--- config.mk ---
export PLATFORM = sky130hd
export DESIGN_NAME = timer_watchdog_prescaler
export DESIGN_NICKNAME = d
export VERILOG_FILES = /design/src/design/tmr_pkg.sv /design/src/design/prescaler.sv /design/src/design/timer_watchdog_prescaler.sv
export SDC_FILE = /design/constraint.sdc
export NUM_CORES = 1
export LEC_CHECK = 0
export ABC_AREA = 1
export BUFFER_PORTS_ARGS = -buffer_cell sky130_fd_sc_hd__buf_2
export CORE_MARGIN = 4
export CORE_UTILIZATION = 60
export DETAILED_ROUTE_END_ITERATION = 10
export PLACE_DENSITY = 0.83
export SYNTH_ARGS = -nofsm -noshare
export SYNTH_HDL_FRONTEND = slang
export SYNTH_SLANG_ARGS = --single-unit
--- constraint.sdc ---
create_clock -name hclk -period 2.9 [get_ports hclk]
set_input_delay 0.58 -clock hclk [delete_from_list [all_inputs] [get_ports hclk]]
set_output_delay 0.58 -clock hclk [all_outputs]
set_load 0.005 [all_outputs]
--- src/design/tmr_pkg.sv ---
// Purpose: shared constants, register map and types of the timer/watchdog block
// Assumes: AHB-Lite word registers, byte address = 4 * register index
// Notes: hclk runs at 250 MHz

package tmr_pkg;

  // register indices; byte address is index * 4
  localparam int ADDR_LSB = 2;
  localparam int INDEX_W = 6;
  localparam logic [5:0] CONTROL_INDEX = 6'h0D;
  localparam logic [5:0] MASK_INDEX = 6'h0E;
  localparam logic [5:0] COUNT_INDEX = 6'h0F;
  localparam logic [5:0] STATUS_INDEX = 6'h10;
  localparam logic [5:0] COMMAND_INDEX = 6'h11;
  localparam logic [5:0] CONFIG_INDEX = 6'h12;

  // reset values
  localparam logic [7:0] CONTROL_RESET = 8'h00;
  localparam logic [7:0] MASK_RESET = 8'h00;
  localparam logic [7:0] COUNT_RESET = 8'h00;
  localparam logic CONFIG_EDGE_RESET = 1'b0;

  // field positions
  localparam int TIMER_FLAG_BIT = 0;
  localparam int TIMER_MASK_BIT = 0;
  localparam int CMD_WDT_CLEAR_BIT = 0;
  localparam int CMD_SLEEP_BIT = 1;
  localparam int CFG_FALLING_BIT = 0;
  localparam int CFG_SLEEP_BIT = 1;
  localparam int CTRL_WDT_ENABLE_BIT = 7;

  localparam logic [7:0] COUNT_MAX = 8'hFF;

  // timing: watchdog period with no prescaling, over a full 8-bit count
  localparam int CLK_PERIOD_NS = 4;
  localparam int WDT_TIMEOUT_MS = 18;
  localparam int WDT_TIMEOUT_NS = WDT_TIMEOUT_MS * 1000000;
  localparam int WDT_COUNT_STEPS = 256;
  localparam int RC_TICK_CYCLES_DEFAULT = WDT_TIMEOUT_NS / CLK_PERIOD_NS / WDT_COUNT_STEPS;

  localparam logic [1:0] HTRANS_NONSEQ = 2'b10;

  typedef struct packed {
    logic watchdog_enable_bit;
    logic [2:0] watchdog_prescale_select;
    logic timer_source_select;
    logic [2:0] timer_prescale_select;
  } control_t;

  typedef enum logic [1:0] {
    bus_idle = 2'b00,
    bus_write = 2'b01,
    bus_read_wait = 2'b11,
    bus_read_done = 2'b10
  } bus_phase_t;

  typedef enum logic {
    power_run = 1'b0,
    power_sleep = 1'b1
  } power_state_t;

endpackage

--- src/design/prescaler.sv ---
// Purpose: 8-bit prescaler counter with a power-of-two ratio
// Assumes: tick_in is a one-cycle enable on hclk
// Notes: ratio_select n divides by 2**n, so 0 passes every tick

`timescale 1ns/10ps

module prescaler
  import tmr_pkg::*;
(
  input wire logic hclk,
  input wire logic hresetn,
  input wire logic clear,
  input wire logic tick_in,
  input wire logic [2:0] ratio_select,
  output logic tick_out
);

  logic [7:0] count;
  wire [8:0] mask_wide = (9'h001 << ratio_select) - 9'h001;
  wire [7:0] mask = mask_wide[7:0];
  wire terminal = (count & mask) == mask;

  // clear wins over counting, so a cleared chain restarts a full ratio
  assign tick_out = tick_in & terminal & ~clear;

  always_ff @(posedge hclk or negedge hresetn)
  begin
    if (!hresetn)
      count <= 8'h00;
    else if (clear)
      count <= 8'h00;
    else if (tick_in)
      count <= count + 8'h01;
  end

endmodule

--- src/design/timer_watchdog_prescaler.sv ---
// Purpose: 8-bit timer/counter and watchdog, each behind an 8-bit prescaler
// Assumes: single AHB-Lite master, word accesses only, hclk at 250 MHz
// Notes: the RC oscillator is modelled as an enable divided down from hclk

`timescale 1ns/10ps

// How it works
// - two 8-bit prescalers, one before the timer, one before the watchdog.
// - control bits 2..0 choose the timer prescale ratio.
// - control bits 6..4 choose the watchdog prescale ratio.
// - any write to the timer count clears the timer prescaler.
// - watchdog clear or sleep command clears watchdog counter and prescaler.
// - timer count is 8-bit read/write; control bit 3 selects its source.
// - internal source with ratio one counts every clock cycle.
// - external source counts the chosen rising or falling pin edge.
// - watchdog runs off its own tick source and keeps counting in sleep.
// - an enabled watchdog that expires requests a device reset, awake or asleep.
// - control bit 7 turns the watchdog on or off while awake.
// - unprescaled watchdog expiry takes about 18 ms.
// - any device reset clears watchdog counter and prescaler.
// - sleep stops the timer; the watchdog is cleared and keeps running.
module timer_watchdog_prescaler
  import tmr_pkg::*;
#(
  parameter int RC_TICK_CYCLES = RC_TICK_CYCLES_DEFAULT
)
(
  input wire logic hclk,
  input wire logic hresetn,
  input wire logic hsel,
  input wire logic [31:0] haddr,
  input wire logic [1:0] htrans,
  input wire logic hwrite,
  input wire logic [2:0] hsize,
  input wire logic [31:0] hwdata,
  input wire logic hready,
  output logic hreadyout,
  output logic [31:0] hrdata,
  output logic hresp,
  input wire logic counter_pin,
  input wire logic wake_request,
  output logic timer_irq,
  output logic watchdog_reset,
  output logic sleep_mode
);

  // bus data phase bookkeeping
  bus_phase_t phase;
  bus_phase_t next_phase;
  logic [5:0] phase_index;

  // registers
  control_t control;
  logic [7:0] interrupt_mask;
  logic [7:0] timer_count_value;
  logic timer_overflow_irq_flag;
  logic falling_edge_select;
  power_state_t power_state;
  power_state_t next_power_state;

  // pin synchronisers
  logic pin_meta;
  logic pin_sync;
  logic pin_prev;
  logic wake_meta;
  logic wake_sync;

  // watchdog side
  logic [31:0] rc_div;
  logic [7:0] wdt_count;
  logic rc_tick;
  logic timer_tick;
  logic wdt_tick;

  // address phase capture; only word transfers are expected
  // hsize is not decoded, so narrower transfers act as word transfers
  wire addr_phase = hsel & htrans[1] & hready;
  wire [5:0] addr_index = haddr[ADDR_LSB + INDEX_W - 1:ADDR_LSB];

  // a taken address phase wins; the wait state holds hready low, so none lands there
  always_comb
  begin
    case (phase)
      bus_idle: next_phase = bus_idle;
      bus_write: next_phase = bus_idle;
      bus_read_wait: next_phase = bus_read_done;
      bus_read_done: next_phase = bus_idle;
      default: next_phase = bus_idle;
    endcase
    if (addr_phase)
      next_phase = hwrite ? bus_write : bus_read_wait;
  end

  // reads take one wait state so a write just before is already visible
  assign hreadyout = (phase != bus_read_wait);
  // no error path: unmapped words read zero and ignore writes
  assign hresp = 1'b0;

  always_ff @(posedge hclk or negedge hresetn)
  begin
    if (!hresetn)
    begin
      phase <= bus_idle;
      phase_index <= 6'h00;
    end
    else
    begin
      phase <= next_phase;
      if (addr_phase)
        phase_index <= addr_index;
    end
  end

  // write decode
  wire wr_en = (phase == bus_write);
  wire [7:0] wr_byte = hwdata[7:0];
  wire control_write = wr_en & (phase_index == CONTROL_INDEX);
  wire mask_write = wr_en & (phase_index == MASK_INDEX);
  wire count_write = wr_en & (phase_index == COUNT_INDEX);
  wire status_write = wr_en & (phase_index == STATUS_INDEX);
  wire command_write = wr_en & (phase_index == COMMAND_INDEX);
  wire config_write = wr_en & (phase_index == CONFIG_INDEX);

  wire asleep = (power_state == power_sleep);
  wire wdt_clear_cmd = command_write & wr_byte[CMD_WDT_CLEAR_BIT];
  wire sleep_cmd = command_write & wr_byte[CMD_SLEEP_BIT] & ~asleep;
  wire status_clear = status_write & wr_byte[TIMER_FLAG_BIT];

  // read selection
  logic [7:0] status_byte;
  logic [7:0] config_byte;

  always_comb
  begin
    status_byte = 8'h00;
    status_byte[TIMER_FLAG_BIT] = timer_overflow_irq_flag;
  end

  always_comb
  begin
    config_byte = 8'h00;
    config_byte[CFG_FALLING_BIT] = falling_edge_select;
    config_byte[CFG_SLEEP_BIT] = asleep;
  end

  wire [7:0] read_byte =
    (phase_index == CONTROL_INDEX) ? control :
    (phase_index == MASK_INDEX) ? interrupt_mask :
    (phase_index == COUNT_INDEX) ? timer_count_value :
    (phase_index == STATUS_INDEX) ? status_byte :
    (phase_index == CONFIG_INDEX) ? config_byte : 8'h00;

  always_ff @(posedge hclk or negedge hresetn)
  begin
    if (!hresetn)
      hrdata <= 32'h00000000;
    else if (phase == bus_read_wait)
      hrdata <= {24'h000000, read_byte};
  end

  // control register; the enable bit only moves while awake
  wire [7:0] control_written = {asleep ? control.watchdog_enable_bit :
                                wr_byte[CTRL_WDT_ENABLE_BIT], wr_byte[6:0]};

  always_ff @(posedge hclk or negedge hresetn)
  begin
    if (!hresetn)
      control <= control_t'(CONTROL_RESET);
    else if (control_write)
      control <= control_t'(control_written);
  end

  always_ff @(posedge hclk or negedge hresetn)
  begin
    if (!hresetn)
    begin
      interrupt_mask <= MASK_RESET;
      falling_edge_select <= CONFIG_EDGE_RESET;
    end
    else
    begin
      if (mask_write)
        interrupt_mask <= wr_byte;
      if (config_write)
        falling_edge_select <= wr_byte[CFG_FALLING_BIT];
    end
  end

  // power state: only a wake request or a reset ends sleep
  always_comb
  begin
    case (power_state)
      power_run:
        if (sleep_cmd)
          next_power_state = power_sleep;
        else
          next_power_state = power_run;
      power_sleep:
        if (wake_sync)
          next_power_state = power_run;
        else
          next_power_state = power_sleep;
      default: next_power_state = power_run;
    endcase
  end

  always_ff @(posedge hclk or negedge hresetn)
  begin
    if (!hresetn)
      power_state <= power_run;
    else
    begin
      case (power_state)
        power_run: power_state <= next_power_state;
        power_sleep: power_state <= next_power_state;
        default: power_state <= power_run;
      endcase
    end
  end

  assign sleep_mode = asleep;

  // pins come from outside the clock domain
  always_ff @(posedge hclk or negedge hresetn)
  begin
    if (!hresetn)
    begin
      pin_meta <= 1'b0;
      pin_sync <= 1'b0;
      pin_prev <= 1'b0;
      wake_meta <= 1'b0;
      wake_sync <= 1'b0;
    end
    else
    begin
      pin_meta <= counter_pin;
      pin_sync <= pin_meta;
      pin_prev <= pin_sync;
      wake_meta <= wake_request;
      wake_sync <= wake_meta;
    end
  end

  // edge detect needs each pin level to last over a clock period
  // pin_prev resets low like the idle pin, so reset makes no false edge
  wire pin_rise = pin_sync & ~pin_prev;
  wire pin_fall = ~pin_sync & pin_prev;
  wire pin_edge = falling_edge_select ? pin_fall : pin_rise;

  // timer source: every clock, or the chosen pin edge; halted in sleep
  wire timer_source = control.timer_source_select ? pin_edge : 1'b1;
  wire timer_prescale_in = timer_source & ~asleep;

  prescaler timer_prescaler
  (
    .hclk(hclk),
    .hresetn(hresetn),
    .clear(count_write),
    .tick_in(timer_prescale_in),
    .ratio_select(control.timer_prescale_select),
    .tick_out(timer_tick)
  );

  // a count write outranks a tick, so that cycle shows no wrap
  wire timer_wrap = timer_tick & (timer_count_value == COUNT_MAX) & ~count_write;

  always_ff @(posedge hclk or negedge hresetn)
  begin
    if (!hresetn)
      timer_count_value <= COUNT_RESET;
    else if (count_write)
      timer_count_value <= wr_byte;
    else if (timer_tick)
      timer_count_value <= timer_count_value + 8'h01;
  end

  // a wrap in the same cycle as a software clear keeps the flag set
  always_ff @(posedge hclk or negedge hresetn)
  begin
    if (!hresetn)
      timer_overflow_irq_flag <= 1'b0;
    else
      timer_overflow_irq_flag <= timer_wrap |
                                 (timer_overflow_irq_flag & ~status_clear);
  end

  wire timer_overflow_irq_enable = interrupt_mask[TIMER_MASK_BIT];

  always_ff @(posedge hclk or negedge hresetn)
  begin
    if (!hresetn)
      timer_irq <= 1'b0;
    else
      timer_irq <= timer_overflow_irq_flag & timer_overflow_irq_enable;
  end

  // free-running tick source standing in for the RC oscillator
  // the default divider makes 256 ticks last about 18 ms at 250 MHz
  wire rc_wrap = (rc_div == 32'(RC_TICK_CYCLES - 1));

  always_ff @(posedge hclk or negedge hresetn)
  begin
    if (!hresetn)
    begin
      rc_div <= 32'h00000000;
      rc_tick <= 1'b0;
    end
    else
    begin
      rc_div <= rc_wrap ? 32'h00000000 : rc_div + 32'h00000001;
      rc_tick <= rc_wrap;
    end
  end

  // the watchdog ignores sleep: it is fed by rc_tick only
  wire wdt_enabled = control.watchdog_enable_bit;
  wire wdt_expire = wdt_enabled & wdt_tick & (wdt_count == COUNT_MAX);
  // expiry stays off the prescaler clear: tick_out already depends on that clear
  // a terminal tick rolls the selected prescaler bits to zero, as a clear would
  wire wdt_restart = wdt_clear_cmd | sleep_cmd;
  wire wdt_clear = wdt_restart | wdt_expire;

  prescaler watchdog_prescaler
  (
    .hclk(hclk),
    .hresetn(hresetn),
    .clear(wdt_restart),
    .tick_in(rc_tick & wdt_enabled),
    .ratio_select(control.watchdog_prescale_select),
    .tick_out(wdt_tick)
  );

  always_ff @(posedge hclk or negedge hresetn)
  begin
    if (!hresetn)
      wdt_count <= 8'h00;
    else if (wdt_clear)
      wdt_count <= 8'h00;
    else if (wdt_tick)
      wdt_count <= wdt_count + 8'h01;
  end

  // the reset request is a single pulse; the system holds the reset itself
  always_ff @(posedge hclk or negedge hresetn)
  begin
    if (!hresetn)
      watchdog_reset <= 1'b0;
    else
      watchdog_reset <= wdt_expire;
  end

endmodule

==> reports/qor.yml <==
pwr:
  p_sw_share_pct: 30.40
  p_sw_w: 0.0009467
  leakage_nw: 3.313
  p_per_area_mw_per_mm2: 498.8
  combPwrFrac_pct: 16.0
  p_clk_share_pct: 29.2
  p_seq_share_pct: 54.7
  vdd_drop_max_mv: 0.2814
  p_int_w: 0.002168
cts:
  cts.sinks: 105
  clk_pin_slew_ns: 0.10
  cts_resized: 0
  cts-root-buf: "clkbuf_8"
  tritoncts: "done"
  clock_path_buffers: 2
  cts_hold_buf: 0
  htree_levels: 3
  cts_buffers: 9
  cts_setup_buffers: 0
  clk_latency_ns: 0.38
routing:
  drt_wl_total_um: 12660
  postRouteAntennaNets: 0
  wl_per_cell_um: 13.49
  drt_iter0_drc: 397
  drt-vias-per-instance: 5.264
  drc: 0
  vias: 4938
  drt_first_pass_iters: 5
floorplan:
  start_util_pct: 62.24
  io-pin-count: 113
  core_region_area_sq_mm: 0.009371
  die_w_um: 106.6
  die_y_um: 106.6
  die_area_sq_mm: 0.01136
  rows: 35
worst_setup_path:
  cp_max_fo: 6
  worstPathRequired_ns: 3.14
  crit_path_end_kind: "register"
  worst-setup-path-type: "reg2reg"
  arrival_ns: 1.90
  worstSetupStartpointType: "register"
global_route:
  grt_pass1_wl_um: 21950
  antenna_found_initial: 0
  grt-ovfl-total: 0
  grt_usage_pct: 23.99
  grt_max_degree: 40
  grt_pass1_vias: 4758
timing:
  setup_viol: 0
  worstMarginPinSlew_ns: 0.5466
  relSlewSlack_pct: 63.42
  fmax_mhz: 601.4
  holdWs_ns: 0.1494
  fin_setup_tns_ns: 0
  drv_slew: 0
  fin_crit_sh_pct: 57.34
  fin_worst_skew_ns: 0.01071
  rsz0062_at_grt: "no"
  min_period_ns: 1.663
  hold_violations: 0
cells_and_area:
  register_area_sq_mm: 0.002628
  area_growth_pct: 7.036
  layout_commonest_cell: "nand2_1"
  drive_gt1_share_pct: 10.38
  antenna_cells: 0
  multiInputGateArea_sq_mm: 0.002670
  final_cell_mix: "nand2_1 (221), dfrtp_1 (105), inv_1 (94)"
  fillerInstances: 777
  nets: 886
synth:
  yosysSeqAreaShare_pct: 45.05
  syn_area_sq_mm: 0.005833
  synth_cell_types: 37
  netlist_instances: 763
  synth_area_per_cell_sq_um: 7.645
  ys_warn_count: 0
  ys_seq_elements: 105
hold_path:
  min-delay-path-class: "in2async"
place:
  dp.final_hpwl_um: 9649
  port_buffers: 33
  gp_congestion: 0.9468
flow_run:
  maxCapViolations: 0
outcome:
  status: "completed"
## cells in the mapped netlist (all sizes together)
cell type  number  area, sq um
inv           103        386.6
nand4          15        93.84
o21ai          48        240.2
ha              6        75.07
xnor2           4        35.03
a211oi          2        15.01
buf            30        231.5
nand2         227        882.1
or2             2        12.51
nand3b          2        15.01
conb            1        3.750
nor2           87        374.1
nand3          57        302.8
clkinv          1        3.750
a21oi           8        55.06
o22a            5        43.79
dfrtp         105         2628
nor4            1        6.260
nor3           23        126.4
xor2           29        254.0
clkbuf          1        3.750
o211ai          1        7.510
nor3b           3        22.52
o21bai          2        15.01
## power by group through the flow
stage	Clock, W	Sequential (W)	Combinational (W)
6_report	0.000910	0.00170	0.000500
5_1_grt	0.000995	0.00172	0.000583
4_1_cts	0.000931	0.00170	0.000501
3_5_place_dp	0	0.00173	0.000498
3_3_place_gp	0	0.00172	0.000468
2_1_floorplan	0	0.00170	0.000372
## through the flow
| step | instances | cell area [sq um] | util [%] | setup slack (ns) | total power [W] |
|---|---|---|---|---|---|
| 6_report | 938 | 6243 | 66.62 | 1.237 | 0.003115 |
| 4_1_cts | 938 | 6243 | 66.62 | 1.244 | 0.003132 |
| 5_1_grt | 938 | 6243 | 66.62 | 1.090 | 0.003300 |
| 3_3_place_gp | 922 | 6047 | 64.53 | 1.242 | 0.002191 |
| 3_5_place_dp | 922 | 6047 | 64.53 | 1.224 | 0.002228 |
| 2_1_floorplan | 787 | 5923 | - | 1.488 | 0.002074 |
## registers in the layout, summed over array words and instances, names as in the netlist, 2 cells and up
register,count
control,7
hrdata,8
interrupt_mask,8
phase,2
phase_index,6
rc_div,32
timer_count_value,8
timer_prescaler.count,7
watchdog_prescaler.count,7
wdt_count,8
## path summary, 6_finish.rpt
| check | startpoint | to | cells past startpoint | slack [ns] |
|---|---|---|---|---|
| setup reg to reg | rc_div[13] | rc_div[3] | 6 | 1.24 |
| min in group hclk | wake_request | wake_meta | 1 | 0.30 |
| setup / recovery | rc_div[13] | rc_div[3] | 6 | 1.24 |
| hold reg to reg | pin_meta | pin_sync | 0 | 0.36 |
| hold / removal | hresetn | phase_index[0] | 1 | 0.15 |
| max in group asynchronous | hresetn | timer_prescaler.count[5] | 2 | 2.01 |
## per-layer routing
metal	up-vias	track usage (%)	part of all wire, %	wire length, um
met4	0	8.676	2.0	256
met3	23	5.057	6.3	802
met2	167	38.49	46	5820
met5	-	0	0	0
met1	2313	32.35	46	5778
li1	2435	-	-	-
## worst max-delay path: stages, from the launching register on
cell,delay (ns)
dfrtp_1,0.40
inv_1,0.13
nand4_1,0.14
nor2_1,0.23
nand3_1,0.10
nor2_1,0.44
a21oi_1,0.10
## kinds of logic (layout without fill, tap and decap cells)
logic type / Yosys count / after routing / synth area share (%)
buffers and inverters: 135 / 157 / 10.72
flip-flops: 105 / 105 / 45.05
XOR/XNOR: 33 / 33 / 4.955
other: 1 / 25 / 0.06429
AO/OA/AOI/OAI: 66 / 66 / 6.456
adder cells (fa/ha/maj): 6 / 6 / 1.287
AND/OR/NAND/NOR: 417 / 417 / 31.47
## area by class of cell
| type | instances | area share (%) |
|---|---|---|
| clock buffers | 12 | 2.645 |
| well taps | 129 | 2.585 |
| inverters | 104 | 6.252 |
| multi-input cells | 547 | 42.77 |
| clock inverters | 4 | 0.5010 |
| repair buffers | 37 | 3.166 |
| flip-flops and latches | 105 | 42.08 |
(Power assumes the default switching activity.)
